File: config.mk
export PLATFORM = sky130hd
export DESIGN_NAME = ssdl_core
export DESIGN_NICKNAME = d
export VERILOG_FILES = /design/src/ssdl_pkg.sv /design/src/ssdl_link_if.sv /design/src/ssdl_core.sv /design/src/ssdl_sampler.sv /design/src/ssdl_diag_latch.sv
export SDC_FILE = /design/constraint.sdc
export NUM_CORES = 1
export LEC_CHECK = 0
export ABC_AREA = 0
export BUFFER_PORTS_ARGS = -buffer_cell sky130_fd_sc_hd__buf_2
export CAP_MARGIN = 40
export CORE_UTILIZATION = 45
export CTS_CLUSTER_DIAMETER = 60
export CTS_CLUSTER_SIZE = 30
export DETAILED_ROUTE_END_ITERATION = 8
export GPL_ROUTABILITY_DRIVEN = 0
export PLACE_DENSITY = 0.64
export SLEW_MARGIN = 5
export SYNTH_ARGS = -nofsm -noshare
export SYNTH_HDL_FRONTEND = slang
export SYNTH_SLANG_ARGS = --single-unit
File: constraint.sdc
create_clock -name clk_in -period 1.87 [get_ports clk_in]
set_input_delay 0.0935 -clock clk_in [delete_from_list [all_inputs] [get_ports clk_in]]
set_output_delay 0.0935 -clock clk_in [all_outputs]
set_load 0.01 [all_outputs]
File: src/ssdl_pkg.sv
// Shared constants and types of the switch serial command and diagnosis logic
package ssdl_pkg;

  localparam int unsigned CHANNELS = 16;
  localparam int unsigned GROUP_CH = 8;
  localparam int unsigned PAR_INPUTS = 8;
  localparam int unsigned FRAME_BITS = 16;
  localparam int unsigned SYNC_STAGES = 2;

  // Field positions within the received 16-bit frame
  localparam int unsigned OP_MSB = 15;
  localparam int unsigned OP_LSB = 12;
  localparam int unsigned GRP_MSB = 11;
  localparam int unsigned GRP_LSB = 8;
  localparam int unsigned DATA_MSB = 7;

  // Upper control nibble codes
  localparam logic [3:0] OP_DIAG = 4'h0;
  localparam logic [3:0] OP_READ = 4'hc;
  localparam logic [3:0] OP_ECHO = 4'ha;
  localparam logic [3:0] OP_OR = 4'h3;
  localparam logic [3:0] OP_AND = 4'hf;

  // Lower control nibble codes
  localparam logic [3:0] GRP_LOW = 4'h0;
  localparam logic [3:0] GRP_HIGH = 4'hf;

  // Values after reset
  localparam logic [15:0] RST_SERIAL_DATA = 16'h0000;
  localparam logic RST_AND_MODE = 1'b0;
  localparam logic [15:0] RST_RESPONSE = 16'h0000;
  localparam logic [31:0] RST_DIAG = 32'hffff_ffff;
  localparam logic [4:0] RST_BIT_CNT = 5'h00;

  // Two bits per channel: normal, current limit, open load, short to ground
  localparam logic [1:0] DIAG_NORMAL = 2'h3;
  localparam logic [1:0] DIAG_LIMIT = 2'h2;
  localparam logic [1:0] DIAG_OPEN = 2'h1;
  localparam logic [1:0] DIAG_SHORT_GND = 2'h0;

  // What the next frame shifts out
  typedef enum logic [3:0]
  {
    SSDL_RESP_ZERO = 4'b0001,
    SSDL_RESP_FULL = 4'b0010,
    SSDL_RESP_READ = 4'b0100,
    SSDL_RESP_ECHO = 4'b1000
  } ssdl_resp_t;

endpackage

File: src/ssdl_link_if.sv
// Synchronised serial link signals passed from the sampler to the command core
`timescale 1ns/1ps
interface ssdl_link_if;
  logic sclk_rise;
  logic sclk_fall;
  logic cs_fall;
  logic cs_rise;
  logic cs_low;
  logic si;
  logic [ssdl_pkg::PAR_INPUTS-1:0] par;

  modport sampler
  (
    output sclk_rise,
    output sclk_fall,
    output cs_fall,
    output cs_rise,
    output cs_low,
    output si,
    output par
  );

  modport core
  (
    input sclk_rise,
    input sclk_fall,
    input cs_fall,
    input cs_rise,
    input cs_low,
    input si,
    input par
  );
endinterface

File: src/ssdl_core.sv
// Serial command decoder, output control and diagnosis answer of the 16-channel switch
`timescale 1ns/1ps
// Overview of operation
// - Upper nibble all low: diagnosis only, data ignored, outputs unchanged.
// - Diagnosis-only lasts one frame unless the next frame repeats it.
// - Read-back returns the eight sampled parallel inputs as the first eight bits.
// - Read-back second byte: one fault bit per channel, high means no fault.
// - Echo connects serial input to serial output for the next frame only.
// - Echo processes nothing; afterwards channels and mode are kept and the next answer reads zero.
// - OR command on low group: channels 1-4 on if parallel or serial bit active.
// - OR command on high group combines channels 9-12 inputs with serial bits.
// - After reset the combining operation is OR.
// - Combining operation is latched until the opposite operation is commanded.
// - AND command on low group ANDs channels 1-4 inputs with serial bits.
// - AND command on high group ANDs channels 9-12 inputs with serial bits.
// - In AND mode channels 1-4 and 9-12 are on only when both requests are on.
// - Unknown command only raises the reject flag and the next frame shifts out zeros.
// - Full diagnosis codes: HH normal, HL limit, LH open load, LL short.
// - Diagnosis latches of the previously named group clear at falling chip select when that frame shifts out full diagnosis or read-back.
// - Control and diagnosis-only commands answer full diagnosis of that group next frame.
// - Frame content is taken only at the rising chip select edge.
// - Control bits 0-3 all low select channels 1-8, all high 9-16.
// - In control commands a high data bit requests its channel on.
module ssdl_core
(
  input wire logic clk_in,
  input wire logic reset_n_in,
  input wire logic sclk_in,
  input wire logic cs_n_in,
  input wire logic si_in,
  input wire logic [ssdl_pkg::PAR_INPUTS-1:0] par_in,
  input wire logic [2*ssdl_pkg::CHANNELS-1:0] diag_in,
  output logic so_out,
  output logic so_oe_n_out,
  output logic [ssdl_pkg::CHANNELS-1:0] chan_on_out,
  output logic and_mode_out,
  output logic cmd_reject_out
);

  ssdl_link_if link ();

  logic [ssdl_pkg::FRAME_BITS-1:0] in_sr_r;
  logic [ssdl_pkg::FRAME_BITS-1:0] out_sr_r;
  logic [4:0] bit_cnt_r;
  logic [ssdl_pkg::CHANNELS-1:0] serial_data_r;
  logic [ssdl_pkg::CHANNELS-1:0] serial_data_nxt;
  logic and_mode_r;
  logic and_mode_nxt;
  ssdl_pkg::ssdl_resp_t resp_kind_r;
  ssdl_pkg::ssdl_resp_t resp_kind_nxt;
  logic resp_high_r;
  logic resp_high_nxt;
  logic echo_active_r;
  logic so_r;
  logic so_oe_n_r;
  logic [ssdl_pkg::CHANNELS-1:0] chan_on_r;
  logic cmd_reject_r;
  logic cmd_reject_nxt;
  logic clr_low_r;
  logic clr_high_r;
  logic [2*ssdl_pkg::CHANNELS-1:0] diag_lat;

  ssdl_sampler u_sampler
  (
    .clk_in(clk_in),
    .reset_n_in(reset_n_in),
    .sclk_in(sclk_in),
    .cs_n_in(cs_n_in),
    .si_in(si_in),
    .par_in(par_in),
    .link(link.sampler)
  );

  ssdl_diag_latch u_diag
  (
    .clk_in(clk_in),
    .reset_n_in(reset_n_in),
    .diag_in(diag_in),
    .clr_low_in(clr_low_r),
    .clr_high_in(clr_high_r),
    .latch_out(diag_lat)
  );

  // Frame decode
  wire logic [3:0] op_code;
  wire logic [3:0] grp_code;
  wire logic [7:0] data_byte;
  wire logic frame_full;
  wire logic grp_ok;
  wire logic grp_high;
  wire logic op_diag;
  wire logic op_read;
  wire logic op_echo;
  wire logic op_or;
  wire logic op_and;
  wire logic cmd_ok;
  wire logic cmd_ctrl;

  assign op_code = in_sr_r[ssdl_pkg::OP_MSB:ssdl_pkg::OP_LSB];
  assign grp_code = in_sr_r[ssdl_pkg::GRP_MSB:ssdl_pkg::GRP_LSB];
  assign data_byte = in_sr_r[ssdl_pkg::DATA_MSB:0];
  assign frame_full = (bit_cnt_r == 5'(ssdl_pkg::FRAME_BITS));
  assign grp_ok = (grp_code == ssdl_pkg::GRP_LOW) || (grp_code == ssdl_pkg::GRP_HIGH);
  assign grp_high = (grp_code == ssdl_pkg::GRP_HIGH);
  assign op_diag = (op_code == ssdl_pkg::OP_DIAG);
  assign op_read = (op_code == ssdl_pkg::OP_READ);
  assign op_echo = (op_code == ssdl_pkg::OP_ECHO);
  assign op_or = (op_code == ssdl_pkg::OP_OR);
  assign op_and = (op_code == ssdl_pkg::OP_AND);
  // A frame of the wrong length is handled like an unknown command
  assign cmd_ok = frame_full && grp_ok && (op_diag || op_read || op_echo || op_or || op_and);
  assign cmd_ctrl = cmd_ok && (op_or || op_and);

  // Commit at the end of a frame; the frame carried in during an echo is never executed
  always_comb
  begin
    serial_data_nxt = serial_data_r;
    and_mode_nxt = and_mode_r;
    resp_kind_nxt = resp_kind_r;
    resp_high_nxt = resp_high_r;
    cmd_reject_nxt = cmd_reject_r;
    if (link.cs_rise)
    begin
      cmd_reject_nxt = 1'b0;
      if (echo_active_r)
      begin
        resp_kind_nxt = ssdl_pkg::SSDL_RESP_ZERO;
      end
      else if (!cmd_ok)
      begin
        resp_kind_nxt = ssdl_pkg::SSDL_RESP_ZERO;
        cmd_reject_nxt = 1'b1;
      end
      else
      begin
        resp_high_nxt = grp_high;
        if (cmd_ctrl)
        begin
          // Only the addressed group takes the data byte
          if (grp_high)
            serial_data_nxt[ssdl_pkg::CHANNELS-1:ssdl_pkg::GROUP_CH] = data_byte;
          else
            serial_data_nxt[ssdl_pkg::GROUP_CH-1:0] = data_byte;
          and_mode_nxt = op_and;
          resp_kind_nxt = ssdl_pkg::SSDL_RESP_FULL;
        end
        else if (op_diag)
          resp_kind_nxt = ssdl_pkg::SSDL_RESP_FULL;
        else if (op_read)
          resp_kind_nxt = ssdl_pkg::SSDL_RESP_READ;
        else
          resp_kind_nxt = ssdl_pkg::SSDL_RESP_ECHO;
      end
    end
  end

  // Answer built at the falling chip select edge
  wire logic [2*ssdl_pkg::GROUP_CH-1:0] grp_diag;
  wire logic [ssdl_pkg::GROUP_CH-1:0] grp_fault_ok;
  logic [ssdl_pkg::FRAME_BITS-1:0] resp_word;

  assign grp_diag = resp_high_r ? diag_lat[2*ssdl_pkg::CHANNELS-1:2*ssdl_pkg::GROUP_CH]
                                : diag_lat[2*ssdl_pkg::GROUP_CH-1:0];

  genvar g;
  generate
    for (g = 0; g < ssdl_pkg::GROUP_CH; g++)
    begin : g_fault
      assign grp_fault_ok[g] = (grp_diag[2*g +: 2] == ssdl_pkg::DIAG_NORMAL);
    end
  endgenerate

  always_comb
  begin
    unique case (resp_kind_r)
      ssdl_pkg::SSDL_RESP_FULL: resp_word = grp_diag;
      ssdl_pkg::SSDL_RESP_READ: resp_word = {link.par, grp_fault_ok};
      ssdl_pkg::SSDL_RESP_ECHO: resp_word = ssdl_pkg::RST_RESPONSE;
      ssdl_pkg::SSDL_RESP_ZERO: resp_word = ssdl_pkg::RST_RESPONSE;
      default: resp_word = ssdl_pkg::RST_RESPONSE;
    endcase
  end

  // Output stage combine; parallel inputs reach channels 1-4 and 9-12 only
  logic [ssdl_pkg::CHANNELS-1:0] chan_on_nxt;
  wire logic [ssdl_pkg::CHANNELS-1:0] par_map;
  wire logic [ssdl_pkg::CHANNELS-1:0] par_capable;

  assign par_map = {4'h0, link.par[7:4], 4'h0, link.par[3:0]};
  assign par_capable = 16'h0f0f;

  always_comb
  begin
    chan_on_nxt = serial_data_r;
    for (int i = 0; i < ssdl_pkg::CHANNELS; i++)
    begin
      if (par_capable[i])
      begin
        if (and_mode_r)
          chan_on_nxt[i] = par_map[i] & serial_data_r[i];
        else
          chan_on_nxt[i] = par_map[i] | serial_data_r[i];
      end
    end
  end

  // Command state and output control
  always_ff @(posedge clk_in or negedge reset_n_in)
  begin
    if (!reset_n_in)
    begin
      serial_data_r <= ssdl_pkg::RST_SERIAL_DATA;
      and_mode_r <= ssdl_pkg::RST_AND_MODE;
      resp_kind_r <= ssdl_pkg::SSDL_RESP_ZERO;
      resp_high_r <= 1'b0;
      cmd_reject_r <= 1'b0;
      chan_on_r <= ssdl_pkg::RST_SERIAL_DATA;
    end
    else
    begin
      serial_data_r <= serial_data_nxt;
      and_mode_r <= and_mode_nxt;
      resp_kind_r <= resp_kind_nxt;
      resp_high_r <= resp_high_nxt;
      cmd_reject_r <= cmd_reject_nxt;
      chan_on_r <= chan_on_nxt;
    end
  end

  // Input shifting on falling clock edges
  always_ff @(posedge clk_in or negedge reset_n_in)
  begin
    if (!reset_n_in)
    begin
      in_sr_r <= ssdl_pkg::RST_RESPONSE;
      bit_cnt_r <= ssdl_pkg::RST_BIT_CNT;
    end
    else if (link.cs_fall)
    begin
      in_sr_r <= ssdl_pkg::RST_RESPONSE;
      bit_cnt_r <= ssdl_pkg::RST_BIT_CNT;
    end
    else if (link.sclk_fall)
    begin
      in_sr_r <= {in_sr_r[ssdl_pkg::FRAME_BITS-2:0], link.si};
      // Saturates so an overlong frame never wraps back to a valid length
      if (bit_cnt_r != 5'h1f)
        bit_cnt_r <= bit_cnt_r + 5'h01;
    end
  end

  // Output shifting: load at frame start, advance after each falling edge, show on rising edge
  always_ff @(posedge clk_in or negedge reset_n_in)
  begin
    if (!reset_n_in)
    begin
      out_sr_r <= ssdl_pkg::RST_RESPONSE;
      so_r <= 1'b0;
      echo_active_r <= 1'b0;
    end
    else if (link.cs_fall)
    begin
      out_sr_r <= resp_word;
      so_r <= resp_word[ssdl_pkg::FRAME_BITS-1];
      echo_active_r <= (resp_kind_r == ssdl_pkg::SSDL_RESP_ECHO);
    end
    else if (link.cs_rise)
      echo_active_r <= 1'b0;
    else if (link.sclk_fall)
      out_sr_r <= {out_sr_r[ssdl_pkg::FRAME_BITS-2:0], 1'b0};
    else if (link.sclk_rise)
    begin
      if (echo_active_r)
        so_r <= in_sr_r[0];
      else
        so_r <= out_sr_r[ssdl_pkg::FRAME_BITS-1];
    end
  end

  // Diagnosis latch clear pulses and pin enable
  always_ff @(posedge clk_in or negedge reset_n_in)
  begin
    if (!reset_n_in)
    begin
      clr_low_r <= 1'b0;
      clr_high_r <= 1'b0;
      so_oe_n_r <= 1'b1;
    end
    else
    begin
      // Only a frame that really carried diagnosis clears; the answer samples the latch first
      clr_low_r <= link.cs_fall && !resp_high_r &&
                   ((resp_kind_r == ssdl_pkg::SSDL_RESP_FULL) || (resp_kind_r == ssdl_pkg::SSDL_RESP_READ));
      clr_high_r <= link.cs_fall && resp_high_r &&
                    ((resp_kind_r == ssdl_pkg::SSDL_RESP_FULL) || (resp_kind_r == ssdl_pkg::SSDL_RESP_READ));
      so_oe_n_r <= !link.cs_low;
    end
  end

  assign so_out = so_r;
  assign so_oe_n_out = so_oe_n_r;
  assign chan_on_out = chan_on_r;
  assign and_mode_out = and_mode_r;
  assign cmd_reject_out = cmd_reject_r;

endmodule

File: src/ssdl_sampler.sv
// Two-flop synchronisers for the serial pins and parallel inputs, edge finders for serial clock and chip select
`timescale 1ns/1ps
module ssdl_sampler
(
  input wire logic clk_in,
  input wire logic reset_n_in,
  input wire logic sclk_in,
  input wire logic cs_n_in,
  input wire logic si_in,
  input wire logic [ssdl_pkg::PAR_INPUTS-1:0] par_in,
  ssdl_link_if.sampler link
);

  localparam int unsigned W = 3 + ssdl_pkg::PAR_INPUTS;

  logic [W-1:0] meta_r;
  logic [W-1:0] sync_r;
  logic sclk_d_r;
  logic cs_n_d_r;
  wire logic sclk_s;
  wire logic cs_n_s;

  // Idle chip select and clock levels avoid false edges out of reset
  always_ff @(posedge clk_in or negedge reset_n_in)
  begin
    if (!reset_n_in)
    begin
      meta_r <= {1'b0, 1'b1, {(W-2){1'b0}}};
      sync_r <= {1'b0, 1'b1, {(W-2){1'b0}}};
      sclk_d_r <= 1'b0;
      cs_n_d_r <= 1'b1;
    end
    else
    begin
      meta_r <= {sclk_in, cs_n_in, si_in, par_in};
      sync_r <= meta_r;
      sclk_d_r <= sclk_s;
      cs_n_d_r <= cs_n_s;
    end
  end

  assign sclk_s = sync_r[W-1];
  assign cs_n_s = sync_r[W-2];
  assign link.si = sync_r[W-3];
  assign link.par = sync_r[ssdl_pkg::PAR_INPUTS-1:0];
  assign link.cs_low = !cs_n_s;
  assign link.sclk_rise = sclk_s && !sclk_d_r && !cs_n_s;
  assign link.sclk_fall = !sclk_s && sclk_d_r && !cs_n_s;
  assign link.cs_fall = !cs_n_s && cs_n_d_r;
  assign link.cs_rise = cs_n_s && !cs_n_d_r;

endmodule

File: src/ssdl_diag_latch.sv
// Sticky two-bit fault latches per channel, cleared per group after a read
`timescale 1ns/1ps
module ssdl_diag_latch
(
  input wire logic clk_in,
  input wire logic reset_n_in,
  input wire logic [2*ssdl_pkg::CHANNELS-1:0] diag_in,
  input wire logic clr_low_in,
  input wire logic clr_high_in,
  output logic [2*ssdl_pkg::CHANNELS-1:0] latch_out
);

  logic [2*ssdl_pkg::CHANNELS-1:0] meta_r;
  logic [2*ssdl_pkg::CHANNELS-1:0] live_r;

  always_ff @(posedge clk_in or negedge reset_n_in)
  begin
    if (!reset_n_in)
    begin
      meta_r <= ssdl_pkg::RST_DIAG;
      live_r <= ssdl_pkg::RST_DIAG;
    end
    else
    begin
      meta_r <= diag_in;
      live_r <= meta_r;
    end
  end

  genvar ch;
  generate
    for (ch = 0; ch < ssdl_pkg::CHANNELS; ch++)
    begin : g_ch
      wire logic clr;
      assign clr = (ch < ssdl_pkg::GROUP_CH) ? clr_low_in : clr_high_in;
      // A fault pulls a code bit low and keeps it low; a clear reloads the live code so a fault present now survives
      always_ff @(posedge clk_in or negedge reset_n_in)
      begin
        if (!reset_n_in)
          latch_out[2*ch +: 2] <= ssdl_pkg::DIAG_NORMAL;
        else if (clr)
          latch_out[2*ch +: 2] <= live_r[2*ch +: 2];
        else
          latch_out[2*ch +: 2] <= latch_out[2*ch +: 2] & live_r[2*ch +: 2];
      end
    end
  endgenerate

endmodule

## Word level (Yosys, flattened, before mapping)

Cells that the tools add are included.

| cells by class | value |
|---|---|
| $add $sub $neg | 1 |
| equal/unequal tests | 20 |
| multiplexer cells | 48 |
| bitwise operators | 34 |
| reductions and logical operators | 38 |

Operator list:

| operator | number |
|---|---|
| $mux 16 | 6 |
| $and 2x2->2 | 16 |
| $mux 2 | 16 |
| $pmux 16 s2 | 1 |
| $eq 4x4->1 const B | 5 |
| $mux 4 | 5 |
| $mux 1 | 17 |
| $eq 2x2->1 const B | 8 |
| $mux 5 | 3 |
| $logic_and 1x1->1 | 13 |
| $reduce_and 5->1 | 2 |
| $and 1x1->1 | 8 |
| $eq 4x2->1 const B | 2 |
| $logic_not 4->1 | 2 |
| $or 1x1->1 | 8 |
| $reduce_bool 2->1 | 4 |
| $logic_or 1x1->1 | 7 |
| $reduce_and 3->1 | 2 |
| $add 5x1->5 const B | 1 |
| $eq 5x5->1 const B | 1 |
| $logic_not 1->1 | 5 |
| $ne 5x5->1 const B | 1 |
| $eq 4x3->1 const B | 1 |
| $reduce_and 2->1 | 2 |
| 4 further kinds | 5 |

| storage, ports and cells | value |
|---|---|
| bits in registers | 200 |
| bits of input ports | 45 |
| output and inout port bits | 20 |
| word-level logic and storage cells | 177 |

## Longest topological paths before layout

| logic depth | value |
|---|---|
| depth in word-level cells | 10 |
| gate-level depth with buffers | 7 |
| depth with buffers taken out | 7 |

## Hierarchy

Synthesis repeated with hierarchy kept, for this count alone.

| unflattened totals | value |
|---|---|
| cells, all modules | 514 |
| area total of the unflattened synthesis | 7,315.8 µm² |

Modules (own cells, without submodules):

| module | instances | cells an instance | area each (µm²) | sequential area each (µm²) |
|---|---|---|---|---|
| ssdl_core | 1 | 345 | 3,824.9 | 2,029.4 |
| ssdl_diag_latch | 1 | 132 | 2,795.2 | 2,522.4 |
| ssdl_sampler | 1 | 37 | 695.7 | 604.3 |

## Worst setup path before layout

No wires, ideal clock.

| timing | value |
|---|---|
| path type | flip-flop to flip-flop |
| start | reg u_sampler.sync_r[9] |
| end | reg serial_data_r[10] (netlist name) |
| library setup time | 127 ps |
| data arrival time | 1,803 ps |
| data required time | 1,743 ps |
| slack | -61 ps |
| cell stages (with the launch flop) | 7 |
| buffers on the path | 1 |
| period minus slack after synthesis | 1,931 ps |
| cell sequence | dfstp_2 > ha_1 > and4b_1 > and4_1 > and2_1 > buf_4 > mux2_1 |

| between the ends | value |
|---|---|
| cells in the longest elaborated chain, start to end | 2 |

RTL lines:

| item | RTL line | RTL |
|---|---|---|
| start, declared | ssdl_sampler.sv:17 | `logic [W-1:0] sync_r;` |
| start signal, assigned | ssdl_sampler.sv:29 | `sync_r <= {1'b0, 1'b1, {(W-2){1'b0}}};` |
| start signal, assigned | ssdl_sampler.sv:36 | `sync_r <= meta_r;` |
| $logic_and 1x1->1 | ssdl_sampler.sv:50 | `assign link.cs_rise = cs_n_s && !cs_n_d_r;` |
| net link.cs_rise | ssdl_link_if.sv:7 | `logic cs_rise;` |
| $reduce_and 5->1 (no source line) | -- |  |
| end signal, assigned | ssdl_core.sv:212 | `serial_data_r <= ssdl_pkg::RST_SERIAL_DATA;` |
| end signal, assigned | ssdl_core.sv:221 | `serial_data_r <= serial_data_nxt;` |
| end, declared | ssdl_core.sv:45 | `logic [ssdl_pkg::CHANNELS-1:0] serial_data_r;` |

The timed path passes the listed nets, and every way through them passes these cells.
A chain may end at the register's enable or synchronous reset.

## Worst setup path after layout

| timing | value |
|---|---|
| start | reg bit_cnt_r[0] |
| end | reg resp_high_r |

| between the ends | value |
|---|---|
| cells in the longest elaborated chain, start to end | 4 |

RTL lines:

| item | RTL line | RTL |
|---|---|---|
| start, declared | ssdl_core.sv:44 | `logic [4:0] bit_cnt_r;` |
| start signal, assigned | ssdl_core.sv:236 | `bit_cnt_r <= ssdl_pkg::RST_BIT_CNT;` |
| start signal, assigned | ssdl_core.sv:241 | `bit_cnt_r <= ssdl_pkg::RST_BIT_CNT;` |
| start signal, assigned | ssdl_core.sv:248 | `bit_cnt_r <= bit_cnt_r + 5'h01;` |
| $eq 5x5->1 | ssdl_core.sv:102 | `assign frame_full = (bit_cnt_r == 5'(ssdl_pkg::FRAME_BITS));` |
| $logic_and 1x1->1 (2 in series) | ssdl_core.sv:111 | `assign cmd_ok = frame_full && grp_ok && (op_diag \|\| op_read \|\| op_echo \|\| op_or \|\| op_and);` |
| $reduce_and 3->1 (no source line) | -- |  |
| end signal, assigned | ssdl_core.sv:224 | `resp_high_r <= resp_high_nxt;` |
| end, declared | ssdl_core.sv:51 | `logic resp_high_r;` |

Every way passes these cells.

==> results.cfg <==
[outcome]
outcome = complete, but fails checks
violations = negative setup slack

[timing]
whs_ps = 196
period_share_pct = 102
hold_viol = 0
setup_viol = 3
fin_crit_ps = 1900
max_slew_margin_pct = 56.0
rsz0062_at_grt = yes
final_max_slew_viol_count = 0
final.setup_skew_ps = 7.54
fmax_ghz = 0.525
tightest_slew_ps = 660
tns_ps = -40.9
worst_slack_ps = -33.9

[synthesis]
yosys_warnings = 0
yosysSeqAreaShare_pct = 71.4
netlist_instances = 517
async_flop_share_pct = 100
syn_nets = 567
ys_seq_elements = 200
avgSynthCellArea_um2 = 13.9
syn_area_mm2 = 0.00718
synth_top_flop_cell = dfstp_2
synth_edf_count = 0
synth_cell_type_count = 53

[route]
vias = 4406
wire_per_inst_um = 16.2
drc = 0
viasPerCell = 5.06
wl_mm = 14.1
final_antenna_net_count = 0
dr.pass1.iters = 4
drt-initial-drc-count = 261

[worst_setup_path]
end_kind = flop
path_max_fanout = 4
r2r_slack_ps = -30
max_stage_delay_ps = 400
required_ps = 2180
crit_chain = inv_1 -> ha_2 -> nor4bb_4 -> buf_4 -> o21ai_2 -> or3_4 -> mux2_4
crit_arrival_ps = 2220
path_class = reg2reg
slowest_stage = dfrtp_1
critPathLaunchType = flop

[grt]
grt_usage_pct = 18.7
grt_pass1_wl_mm = 23.1
grt_pass1_vias = 4543
grt_max_degree = 63
antenna_found_initial = 0
gr-total-overflow = 0

[power_and_ir_drop]
vdd_drop_max_mv = 0.686
power_uw = 9020
pwr_density_cell_mw_per_mm2 = 982
p_leak_uw = 0.00392

[final_layout]
post-route-util_pct = 59.8
nNetsFinal = 697
drive_above_1_share_pct = 39.8
diodes = 0
synthToLayoutAreaGrowth_pct = 28.0
layout_common_cells = 100 x dfrtp_1, 100 x dfstp_2, 63 x buf_2
nFillCells = 1196
design_area_mm2 = 0.00919

[worst_hold_path]
min_path_type = in2async

[cts]
cts_tree = built
clk_pin_slew_ps = 70
clock-sinks = 200
clockBufferDepth = 2
clk_latency_ps = 430
cts_buffers = 17
h-tree-depth = 4
root_buffer = clkbuf_16

[floorplanning]
io_pins = 65
initial_core_util_pct = 46.7
fp.dieW_um = 128
core_mm2 = 0.0154
rows = 45
die_y_um = 128
design.die.area_mm2 = 0.0165

[place]
dp_hpwl_mm = 8.95
postPlaceCellArea_mm2 = 0.00796
portBuffers = 64

[job]
maxCapViolations = 0
state kept, by name, summed over array words and instances (netlist names):
name and flops:
in_sr_r 16, clr_high_r 1, so_out 1, clr_low_r 1, bit_cnt_r 5, and_mode_out 1, u_diag.meta_r 32, cmd_reject_out 1
serial_data_r 16, echo_active_r 1, resp_high_r 1, u_diag.live_r 32, u_diag.latch_out 32, u_sampler.sync_r 11, out_sr_r 16, u_sampler.sclk_d_r 1
chan_on_out 16, u_sampler.cs_n_d_r 1, u_sampler.meta_r 11, resp_kind_r 4
timing repair:
action	CTS	global route
setup endpoints to repair	24	33
gates resized for setup	7	18
hold buffers	44	0
endpoints found under the hold margin	98	0
gates cloned	0	1
pin swaps	4	10
setup buffers	2	2
power by group:
| group | total, µW | internal, µW | leakage (µW) | switching [µW] |
|---|---|---|---|---|
| Combinational | 533 | 256 | 0.00126 | 277 |
| Clock | 3820 | 2240 | 0.000309 | 1580 |
| Sequential | 4670 | 4580 | 0.00235 | 96.2 |
cell usage after synthesis, types with 2 or more instances:
master | count | share of area (%)
o21a_1 | 33 | 3.5
a21oi_1 | 27 | 1.9
o31ai_1 | 17 | 1.8
inv_1 | 8 | 0.42
o21ai_1 | 10 | 0.70
mux2i_1 | 10 | 1.4
nand2_1 | 61 | 3.2
dfrtp_1 | 100 | 35
nor4bb_1 | 2 | 0.28
clkbuf_1 | 15 | 0.78
mux2_2 | 7 | 1.1
mux2_1 | 16 | 2.5
and4_1 | 2 | 0.24
maj3_1 | 8 | 1.1
o21ai_2 | 2 | 0.24
nand3_1 | 8 | 0.56
dfstp_2 | 100 | 37
nand4_1 | 3 | 0.26
nor4b_2 | 2 | 0.42
buf_2 | 7 | 0.49
o21ai_0 | 11 | 0.77
xnor2_1 | 3 | 0.37
ha_1 | 5 | 0.87
xor2_1 | 2 | 0.24
nor2_1 | 24 | 1.3
a221oi_1 | 7 | 0.85
metrics by stage:
stage	worst slack (ps)	std cells
finish	-33.9	871
global route	-107	871
CTS	4.67	869
detailed placement	-119	791
global placement	-58.5	791
floorplan	4.87	517
critical path, delay by kind of cell (launching register included):
kind	cells	cell delay, ps
multiplexers	1	310
buffers and inverters	2	240
AND/OR/NAND/NOR	2	610
flip-flops	1	400
adder cells (fa/ha/maj)	1	170
AO/OA/AOI/OAI	1	50
worst paths after layout:
path                             startpoint                    to  cells after the start
max in group asynchronous        reset_n_in  u_diag.latch_out[15]                      3
setup / recovery               bit_cnt_r[0]           resp_high_r                      7
setup reg to reg               bit_cnt_r[0]           resp_high_r                      7
hold reg to reg            u_diag.meta_r[1]      u_diag.live_r[1]                      0
hold / removal                   reset_n_in        resp_kind_r[1]                      2
min in group clk_in              diag_in[3]      u_diag.meta_r[3]                      2
cell type report:
cell class                 instances  area [µm²]  share of cell area, %
clock buffer                      23         510                   5.55
tap                              211         264                   2.87
timing repair buffer             136        1080                   11.7
sequential                       200        5130                   55.8
multi-input combinational        283        2040                   22.2
clock inverter                     9         125                   1.36
inverter                           9        37.5                  0.408
logic make-up after synthesis:
family                   after synthesis  synth area share (%)
multiplexers                          34                  5.21
adder cells (fa/ha/maj)               13                  1.99
flip-flops                           200                  71.4
AO/OA/AOI/OAI                        116                  10.8
AND/OR/NAND/NOR                      115                  7.93
XOR/XNOR                               5                 0.610
buffers and inverters                 34                  2.06
routing by layer:
metal	routed length (µm)	vias up	part of all wire (%)	track usage, %
met5	0	-	0	0
met4	161	0	1.1	7.06
met3	636	13	4.5	4.84
met2	7130	96	50	30.7
met1	6200	2248	44	24.0
li1	-	2049	-	-
Note: power is estimated with default switching activity, not from simulation.
